===== src/design/cip_params.svh =====
`ifndef CIP_PARAMS_SVH
`define CIP_PARAMS_SVH
// ----------------------------------------------------------------
// Register indices and byte addresses
// ----------------------------------------------------------------
`define CIP_OFF_CMD 8'h00
`define CIP_OFF_MASK 8'h01
`define CIP_OFF_EDGE1 8'h00
`define CIP_OFF_EDGE2 8'h01
`define CIP_BASE_PRI 8'h00
`define CIP_BASE_SEC 8'h08
`define CIP_BASE_EDGE 8'h10
`define CIP_A_PRI_CMD (`CIP_BASE_PRI + 8'h04 * `CIP_OFF_CMD)
`define CIP_A_PRI_MASK (`CIP_BASE_PRI + 8'h04 * `CIP_OFF_MASK)
`define CIP_A_SEC_CMD (`CIP_BASE_SEC + 8'h04 * `CIP_OFF_CMD)
`define CIP_A_SEC_MASK (`CIP_BASE_SEC + 8'h04 * `CIP_OFF_MASK)
`define CIP_A_EDGE1 (`CIP_BASE_EDGE + 8'h04 * `CIP_OFF_EDGE1)
`define CIP_A_EDGE2 (`CIP_BASE_EDGE + 8'h04 * `CIP_OFF_EDGE2)
// ----------------------------------------------------------------
// Command word fields
// ----------------------------------------------------------------
`define CIP_SEL_MSB 4
`define CIP_SEL_LSB 3
`define CIP_SEL_RDPOLL 2'h1
`define CIP_SEL_PRIO 2'h0
`define CIP_SPMASK_BIT 6
`define CIP_MASKCHG_BIT 5
`define CIP_POLL_BIT 2
`define CIP_RD_PEND 2'h2
`define CIP_RD_INSV 2'h3
`define CIP_END_NONSPEC 3'h1
`define CIP_END_SPEC 3'h3
`define CIP_PRES_BIT 7
// ----------------------------------------------------------------
// Reset values and fixed bits
// ----------------------------------------------------------------
`define CIP_MASK_RST 8'hFF
`define CIP_EDGE_RST 8'h00
`define CIP_EDGE_RW_PRI 8'hF8
`define CIP_EDGE_RW_SEC 8'hDE
`define CIP_CASC_BIT 8'h04
`endif


===== src/design/cip_pkg.sv =====
// ----------------------------------------------------------------
// Shared types
// ----------------------------------------------------------------
package cip_pkg;
  typedef enum logic {
    CIP_SEL_PEND = 1'b0,
    CIP_SEL_INSV = 1'b1
  } cip_rdsel_t;
endpackage


===== src/design/cip_status_poll_unit.sv =====
// Notes on behaviour
// RQ1: Host writes command bit seven as zero.
// RQ2: Bits four-three 01 decode the read/poll command.
// RQ3: Enable bit picks special or normal masking.
// RQ4: Poll bit makes next read an acknowledge.
// RQ5: Poll byte top bit flags request present.
// RQ6: Poll byte low bits give winning level.
// RQ7: Low bits select pending or in-service reads.
// RQ8: Selected status register stays until rewritten.
// RQ9: Pending bits show unacknowledged requests per level.
// RQ10: In-service bits hold from acknowledge until end.
// RQ11: In-service blocks same and lower priority.
// RQ12: Higher priority still interrupts during service.
// RQ13: Each input selects edge or level sensing.
// RQ14: Reset leaves every input rising-edge sensitive; the code always senses primary level 2 (the cascade) as a level.
// RQ15: Zero means edge; inputs 0,1,2,8,13 fixed.
// RQ16: Bits four-three 00 decode priority/end command.
// RQ17: Host writes mask before other command words.
// RQ18: Masking primary level two blocks secondary.
// RQ19: Poll read sets service, clears pending, exits.
// RQ20: Special masking lets unmasked lower levels in.
`timescale 1ns/1ps
`default_nettype none
`include "cip_params.svh"
module cip_status_poll_unit import cip_pkg::*; (
  input wire logic CLK_SYS, // 10 MHz system clock
  input wire logic RST_N, // Asynchronous reset, active low
  input wire logic HSEL, // Slave select
  input wire logic [31:0] HADDR, // Byte address
  input wire logic [1:0] HTRANS, // Transfer type
  input wire logic HWRITE, // Write when high
  input wire logic [2:0] HSIZE, // Word transfers only
  input wire logic [31:0] HWDATA, // Write data
  input wire logic HREADY, // Bus ready
  output logic [31:0] HRDATA, // Read data, registered
  output logic HREADYOUT, // Low for one wait state on reads
  output logic HRESP, // Always OKAY
  input wire logic [15:0] IRQ_IN, // Request pins, levels 0..15
  output logic INT_OUT // Interrupt to the processor
);
  // ----------------------------------------------------------------
  // Helpers
  // ----------------------------------------------------------------
  // Fixed priority: level 0 wins; returns {valid, level}
  function automatic logic [3:0] enc(input logic [7:0] v);
    logic [3:0] r;
    r = 4'h0;
    for (int i = 7; i >= 0; i--) begin
      if (v[i]) r = {1'b1, 3'(i)};
    end
    return r;
  endfunction

  // Bits strictly above the highest in-service priority
  function automatic logic [7:0] above(input logic [7:0] s);
    logic [7:0] lb;
    lb = s & (~s + 8'h01);
    return lb - 8'h01;
  endfunction

  // ----------------------------------------------------------------
  // Pin synchroniser
  // ----------------------------------------------------------------
  logic [15:0] irq_m_q, irq_s_q;
  // Second stage is the only reader of the first
  always_ff @(posedge CLK_SYS or negedge RST_N) begin
    if (!RST_N) begin
      irq_m_q <= 16'h0000;
      irq_s_q <= 16'h0000;
    end else begin
      irq_m_q <= IRQ_IN;
      irq_s_q <= irq_m_q;
    end
  end

  // ----------------------------------------------------------------
  // AHB-Lite slave
  // ----------------------------------------------------------------
  logic ph_v_q, ph_v_d, ph_w_q, ph_w_d, done_q, done_d;
  logic [7:0] ph_a_q, ph_a_d, rd_byte, wb;
  logic [31:0] hrdata_q, hrdata_d;
  logic acc, cap, wr_en;
  logic [1:0] wr_cmd, rd_cmd, wr_mask, wr_elv;
  logic [1:0] int_req;
  logic [1:0][7:0] poll_b, stat_b, mask_b, elv_b;
  logic int_q;

  assign acc = HSEL & HTRANS[1] & HREADY;
  // Read data is captured during one wait state so it leaves a flop
  assign cap = ph_v_q & ~ph_w_q & ~done_q;
  assign wr_en = ph_v_q & ph_w_q & HREADY;
  assign wb = HWDATA[7:0];
  assign HREADYOUT = ~cap;
  assign HRESP = 1'b0;
  assign HRDATA = hrdata_q;
  assign INT_OUT = int_q;

  // Strobes per controller
  always_comb begin
    wr_cmd[0] = wr_en & (ph_a_q == `CIP_A_PRI_CMD); // RQ2
    wr_cmd[1] = wr_en & (ph_a_q == `CIP_A_SEC_CMD); // RQ2
    rd_cmd[0] = cap & (ph_a_q == `CIP_A_PRI_CMD);
    rd_cmd[1] = cap & (ph_a_q == `CIP_A_SEC_CMD);
    wr_mask[0] = wr_en & (ph_a_q == `CIP_A_PRI_MASK);
    wr_mask[1] = wr_en & (ph_a_q == `CIP_A_SEC_MASK);
    wr_elv[0] = wr_en & (ph_a_q == `CIP_A_EDGE1);
    wr_elv[1] = wr_en & (ph_a_q == `CIP_A_EDGE2);
  end

  // Read mux; unmapped addresses read zero
  always_comb begin
    rd_byte = 8'h00;
    unique case (ph_a_q)
      `CIP_A_PRI_CMD: rd_byte = ctl[0].poll_q ? poll_b[0] : stat_b[0]; // RQ4
      `CIP_A_SEC_CMD: rd_byte = ctl[1].poll_q ? poll_b[1] : stat_b[1]; // RQ4
      `CIP_A_PRI_MASK: rd_byte = mask_b[0];
      `CIP_A_SEC_MASK: rd_byte = mask_b[1];
      `CIP_A_EDGE1: rd_byte = elv_b[0];
      `CIP_A_EDGE2: rd_byte = elv_b[1];
      default: rd_byte = 8'h00;
    endcase
  end

  // Bus phase next state
  always_comb begin
    ph_v_d = ph_v_q;
    ph_w_d = ph_w_q;
    ph_a_d = ph_a_q;
    done_d = done_q;
    hrdata_d = hrdata_q;
    if (cap) begin
      hrdata_d = {24'h000000, rd_byte};
      done_d = 1'b1;
    end
    if (HREADY) begin
      ph_v_d = acc;
      ph_w_d = HWRITE;
      ph_a_d = HADDR[7:0];
      done_d = 1'b0;
    end
  end

  always_ff @(posedge CLK_SYS or negedge RST_N) begin
    if (!RST_N) begin
      ph_v_q <= 1'b0;
      ph_w_q <= 1'b0;
      ph_a_q <= 8'h00;
      done_q <= 1'b0;
      hrdata_q <= 32'h00000000;
      int_q <= 1'b0;
    end else begin
      ph_v_q <= ph_v_d;
      ph_w_q <= ph_w_d;
      ph_a_q <= ph_a_d;
      done_q <= done_d;
      hrdata_q <= hrdata_d;
      int_q <= int_req[0];
    end
  end

  // ----------------------------------------------------------------
  // Controllers: 0 primary, 1 secondary cascaded into level 2
  // ----------------------------------------------------------------
  for (genvar c = 0; c < 2; c++) begin : ctl
    logic [7:0] pend_q, pend_d, insv_q, insv_d, mask_q, mask_d;
    logic [7:0] elv_q, elv_d, prev_q, req, rise, lvl, elig, cand;
    logic spm_q, spm_d, poll_q, poll_d, ack;
    cip_rdsel_t sel_q, sel_d;
    logic [3:0] win;

    // Secondary request feeds primary level 2 as a level
    assign req = (c == 0) ? {irq_s_q[7:3], int_req[1], irq_s_q[1:0]}
                          : irq_s_q[15:8]; // RQ18
    assign rise = req & ~prev_q;
    assign lvl = elv_q | ((c == 0) ? `CIP_CASC_BIT : 8'h00); // RQ13
    assign elig = pend_q & ~mask_q; // RQ18
    // Special masking ignores priority of levels in service
    assign cand = spm_q ? (elig & ~insv_q) // RQ20
                        : (elig & above(insv_q)); // RQ11 RQ12
    assign win = enc(cand);
    assign ack = rd_cmd[c] & poll_q & win[3];
    assign int_req[c] = win[3];
    assign poll_b[c] = {win[3], 4'h0, win[2:0]}; // RQ5 RQ6
    assign stat_b[c] = (sel_q == CIP_SEL_INSV) ? insv_q : pend_q; // RQ8
    assign mask_b[c] = mask_q;
    assign elv_b[c] = elv_q;

    // Next state for one controller
    always_comb begin
      pend_d = pend_q;
      insv_d = insv_q;
      mask_d = mask_q;
      elv_d = elv_q;
      spm_d = spm_q;
      poll_d = poll_q;
      sel_d = sel_q;
      // New edge beats an acknowledge in the same cycle
      for (int i = 0; i < 8; i++) begin
        if (lvl[i]) begin
          pend_d[i] = req[i]; // RQ13
        end else begin
          pend_d[i] = rise[i] | (pend_q[i] &
                     ~(ack && (win[2:0] == 3'(i)))); // RQ9
        end
      end
      if (ack) begin
        insv_d[win[2:0]] = 1'b1; // RQ10 RQ19
      end
      if (rd_cmd[c] && poll_q) begin
        poll_d = 1'b0; // RQ19
      end
      if (wr_cmd[c]) begin
        if (wb[`CIP_SEL_MSB:`CIP_SEL_LSB] == `CIP_SEL_RDPOLL) begin // RQ2
          if (wb[`CIP_MASKCHG_BIT]) begin
            spm_d = wb[`CIP_SPMASK_BIT]; // RQ3
          end
          poll_d = wb[`CIP_POLL_BIT]; // RQ4
          if (wb[1:0] == `CIP_RD_PEND) begin
            sel_d = CIP_SEL_PEND; // RQ7
          end else if (wb[1:0] == `CIP_RD_INSV) begin
            sel_d = CIP_SEL_INSV; // RQ7
          end
        end else if (wb[`CIP_SEL_MSB:`CIP_SEL_LSB] == `CIP_SEL_PRIO) begin
          // RQ16
          if (wb[7:5] == `CIP_END_NONSPEC) begin
            insv_d = insv_q & ~(insv_q & (~insv_q + 8'h01)); // RQ10
          end else if (wb[7:5] == `CIP_END_SPEC) begin
            insv_d[wb[2:0]] = 1'b0; // RQ10
          end
        end
      end
      if (wr_mask[c]) begin
        mask_d = wb;
      end
      if (wr_elv[c]) begin
        elv_d = wb & ((c == 0) ? `CIP_EDGE_RW_PRI
                               : `CIP_EDGE_RW_SEC); // RQ15
      end
    end

    always_ff @(posedge CLK_SYS or negedge RST_N) begin
      if (!RST_N) begin
        pend_q <= 8'h00;
        insv_q <= 8'h00;
        mask_q <= `CIP_MASK_RST;
        elv_q <= `CIP_EDGE_RST; // RQ14
        prev_q <= 8'h00;
        spm_q <= 1'b0;
        poll_q <= 1'b0;
        sel_q <= CIP_SEL_PEND;
      end else begin
        pend_q <= pend_d;
        insv_q <= insv_d;
        mask_q <= mask_d;
        elv_q <= elv_d;
        prev_q <= req;
        spm_q <= spm_d;
        poll_q <= poll_d;
        sel_q <= sel_d;
      end
    end
  end
endmodule
`default_nettype wire


===== config.mk =====
export PLATFORM = sky130hd
export DESIGN_NAME = cip_status_poll_unit
export DESIGN_NICKNAME = d
export VERILOG_FILES = /design/src/design/cip_pkg.sv /design/src/design/cip_status_poll_unit.sv
export VERILOG_INCLUDE_DIRS = /design/src /design/src/design
export SDC_FILE = /design/constraint.sdc
export NUM_CORES = 1
export LEC_CHECK = 0
export BUFFER_PORTS_ARGS = -buffer_cell sky130_fd_sc_hd__buf_2
export CORE_MARGIN = 2
export CORE_UTILIZATION = 35
export DETAILED_ROUTE_END_ITERATION = 10
export SLEW_MARGIN = 15
export SYNTH_ARGS = -nofsm -noshare
export SYNTH_HDL_FRONTEND = slang
export SYNTH_SLANG_ARGS = --single-unit

===== constraint.sdc =====
create_clock -name CLK_SYS -period 5.9 [get_ports CLK_SYS]
set_input_delay 1.18 -clock CLK_SYS [delete_from_list [all_inputs] [get_ports CLK_SYS]]
set_output_delay 1.18 -clock CLK_SYS [all_outputs]
set_load 0.01 [all_outputs]

==> run_results.csv <==
group,metric,value,unit
yosys,muxShareOfSynthArea,9.159,%
pwr,power_density,295.5,nW/um^2
worst_setup_path,cp_slowest_cell,"nor3b_1",
grt,overflow,0,
sta,fin_hold_ws,0.3417,ns
yosys,synth.area.top_cells,"dfrtp_1, dfstp_2, mux2_2, o21ai_0, buf_4",
detailed_routing,first_iter_violations,432,
finish,drive_gt1_share,24.43,%
finish,n_antenna_cell,0,
sta,finalSetupViolations,0,
detailed_routing,wl_per_cell,19.04,um
finish,nNetsFinal,732,
clock_network,clk_pin_slew_worst_paths,0.06,ns
grt,grt_max_degree,81,
yosys,synth.top_cells.by_count,"dfrtp_1, o21ai_0, nand2_1",
yosys,yosysMostFrequentCell,"dfrtp_1",
sta,final.setup.worst_slack,2.873,ns
sta,min_period,3.027,ns
yosys,synthXorXnorAreaFrac,0,%
clock_network,clock_latency,0.42,ns
yosys,syn_avg_cell_area,10.60,sq um
detailed_routing,via_per_inst,5.579,
worst_setup_path,worst-setup-path-type,"input port to flop",
grt,grt_usage,17.87,%
yosys,synth_top_family_by_area,"compound AO/OA/AOI/OAI gates",
clock_network,cts-root-buf,"clkbuf_16",
clock_network,htreeDepth,4,
worst_setup_path,cp-end-kind,"flop",
yosys,synth_ff_type,"dfrtp_1",
yosys,synth_seq_cells,130,
pwr,p_leak,3.044,nW
yosys,synth-edff-count,0,
worst_setup_path,r2r-start,"ph_a_q[1]$_DFFE_PN0P_",
clock_network,cts_tree,"done",
sta,max_clock_freq,0.3303,GHz
yosys,ys_async_sr_fraction,100.0,%
die,die_h,139.2,um
placement,post-dp-hpwl,12230,um
yosys,yosysSeqAreaShare,51.19,%
die,io_pins,125,
sta,setup_tns,0,ns
worst_setup_path,cp-start-kind,"input port",
pwr,peakVddDrop,0.0001677,V
sta,tightest_slew,1.220,ns
placement,routabilityCongestion,0.9006,
yosys,synth_area,6394,sq um
flow_run,maxCapViolations,0,
sta,hold_viol_final,0,
die,initial_core_util,35.59,%
finish,nFillCells,1738,
sta,fin_crit_sh,51.31,%
worst_setup_path,crit_required,6.20,ns
sta,clock_skew,0.008588,ns
outcome,status,"complete, no violations",
detailed_routing,vias,4932,
worst_setup_path,crit_arrival,3.33,ns
clock_network,cts_setup_buffers,0,
yosys,synth_cells,603,
grt,grt_pass1_vias,4815,
clock_network,cts_hold_buffers,0,
yosys,synth_compound_area_share,17.42,%
worst_setup_path,critPathMostFrequentCell,"nand3_1",
detailed_routing,route.detailed.drc,0,
detailed_routing,routed_wl,16830,um
worst_setup_path,path_cells,"buf_2 -> nand3_1 -> nor3b_1 -> nand3_1 -> mux2_2",
finish,final_util,40.68,%
detailed_routing,ant_nets,0,
worst_setup_path,cpPeakStageDelay,1.07,ns
yosys,synth.top_cell.area_share,44.62,%
placement,dp_slack,2.506,ns
detailed_routing,firstDrtPassIters,5,
sta,drv_slew,0,
worst_setup_path,cp_max_fo,15,
clock_network,clock-sinks,130,
pwr,power.total,2.159,mW
hold_path,hold_path.class,"flop to flop",
yosys,yosys.cell_types.count,78,
die,coreArea,17960,sq um
sta,relSlewSlack,18.47,%
grt,grt_first_pass_wirelength,26970,um
placement,port_buffers,46,
sta,rsz0062_at_grt,"no",
die,num_rows,49,
clock_network,max-clock-path-buffers,2,
yosys,synthAdderAreaFrac,0,%
yosys,yosys_warnings,0,
die,chipWidth,139.2,um
yosys,synthSimpleGateAreaFrac,15.38,%
grt,antenna_found_initial,0,
worst_setup_path,crit_path_start,"HREADY",
clock_network,ctsResizeCount,0,
hold_path,hp-start,"irq_m_q[7]$_DFF_PN0_",
die,die_area,19360,sq um
yosys,yosysTopAreaCell,"dfrtp_1",
clock_network,cts_made_buffers,17,
finish,area_growth,14.29,%
[cell usage in the layout, fill, tap and decap left out, drive strengths merged, types with 6 or more instances in the layout]
cell and count:
dfstp 16, mux2i 18, or3b 8, mux2 36
nand2b 10, o211ai 6, inv 30, nand3 13
buf 49, a21o 8, a21boi 7, nor3 20
a21oi 18, clkbuf 19, nand4 9, o21ai 49
a31oi 9, o22ai 9, dfrtp 114, clkinv 7
nor3b 10, conb 25, nand2 37, or4 6
nor2 33
[worst max-delay path: cells and delay by family]
kind | cells | cell delay (ns)
simple gates | 3 | 1.58
mux | 1 | 0.32
buf+inv | 1 | 0.24
[sequential cells by signal, summed over array words and instances (netlist names), 8 cells and up]
register / count
ctl.prev_q: 16
HRDATA: 8
ctl.elv_q: 11
ctl.pend_q: 15
irq_m_q: 15
ph_a_q: 8
ctl.insv_q: 16
irq_s_q: 15
ctl.mask_q: 16
[final timing paths]
check / cells past startpoint / slack (ns) / end
max: 5 / 2.87 / ctl[1].sel_q$_DFFE_PN0P_
min: 0 / 0.34 / irq_s_q[7]$_DFF_PN0_
max reg2reg: 4 / 3.04 / ctl[1].elv_q[3]$_DFFE_PN0P_
min reg2reg: 0 / 0.34 / irq_s_q[7]$_DFF_PN0_
max in group asynchronous: 2 / 3.98 / irq_m_q[1]$_DFF_PN0_
min in group asynchronous: 1 / 0.78 / ctl[1].prev_q[4]$_DFF_PN0_
[kinds of logic after synthesis]
kind of cell,after synthesis
mux,54
buf+inv,82
simple gates,176
compound gates,160
other cells,1
flops,130
[cell type report]
cell class | count | area [sq um] | area share, %
flip-flops and latches | 130 | 3273 | 44.79
multi-input cells | 415 | 2776 | 38.00
clock buffers | 19 | 442.9 | 6.062
well taps | 229 | 286.5 | 3.921
repair buffers | 49 | 259.0 | 3.545
clock inverters | 13 | 160.2 | 2.192
inverters | 29 | 108.9 | 1.490
[layer usage]
metal,share of wire [%],routed length (um),vias up,global-route usage (%)
met1,45,7521,2423,25.15
met5,0,0,-,0
li1,-,-,2236,-
met3,7.2,1208,38,4.213
met2,45,7620,235,26.21
met4,2.9,481,0,8.028
[per-stage QoR]
step	cell area [sq um]	instances
floorplan	6484	627
global placement	6704	852
detailed placement	6704	852
CTS	7307	884
global route	7307	884
finish	7307	884
[power by group]
part	internal [mW]	switching, mW
Combinational	0.0466	0.0790
Sequential	0.929	0.0361
Clock	0.675	0.394
Total	1.65	0.509
No activity file was read; power rests on OpenSTA's default activity.
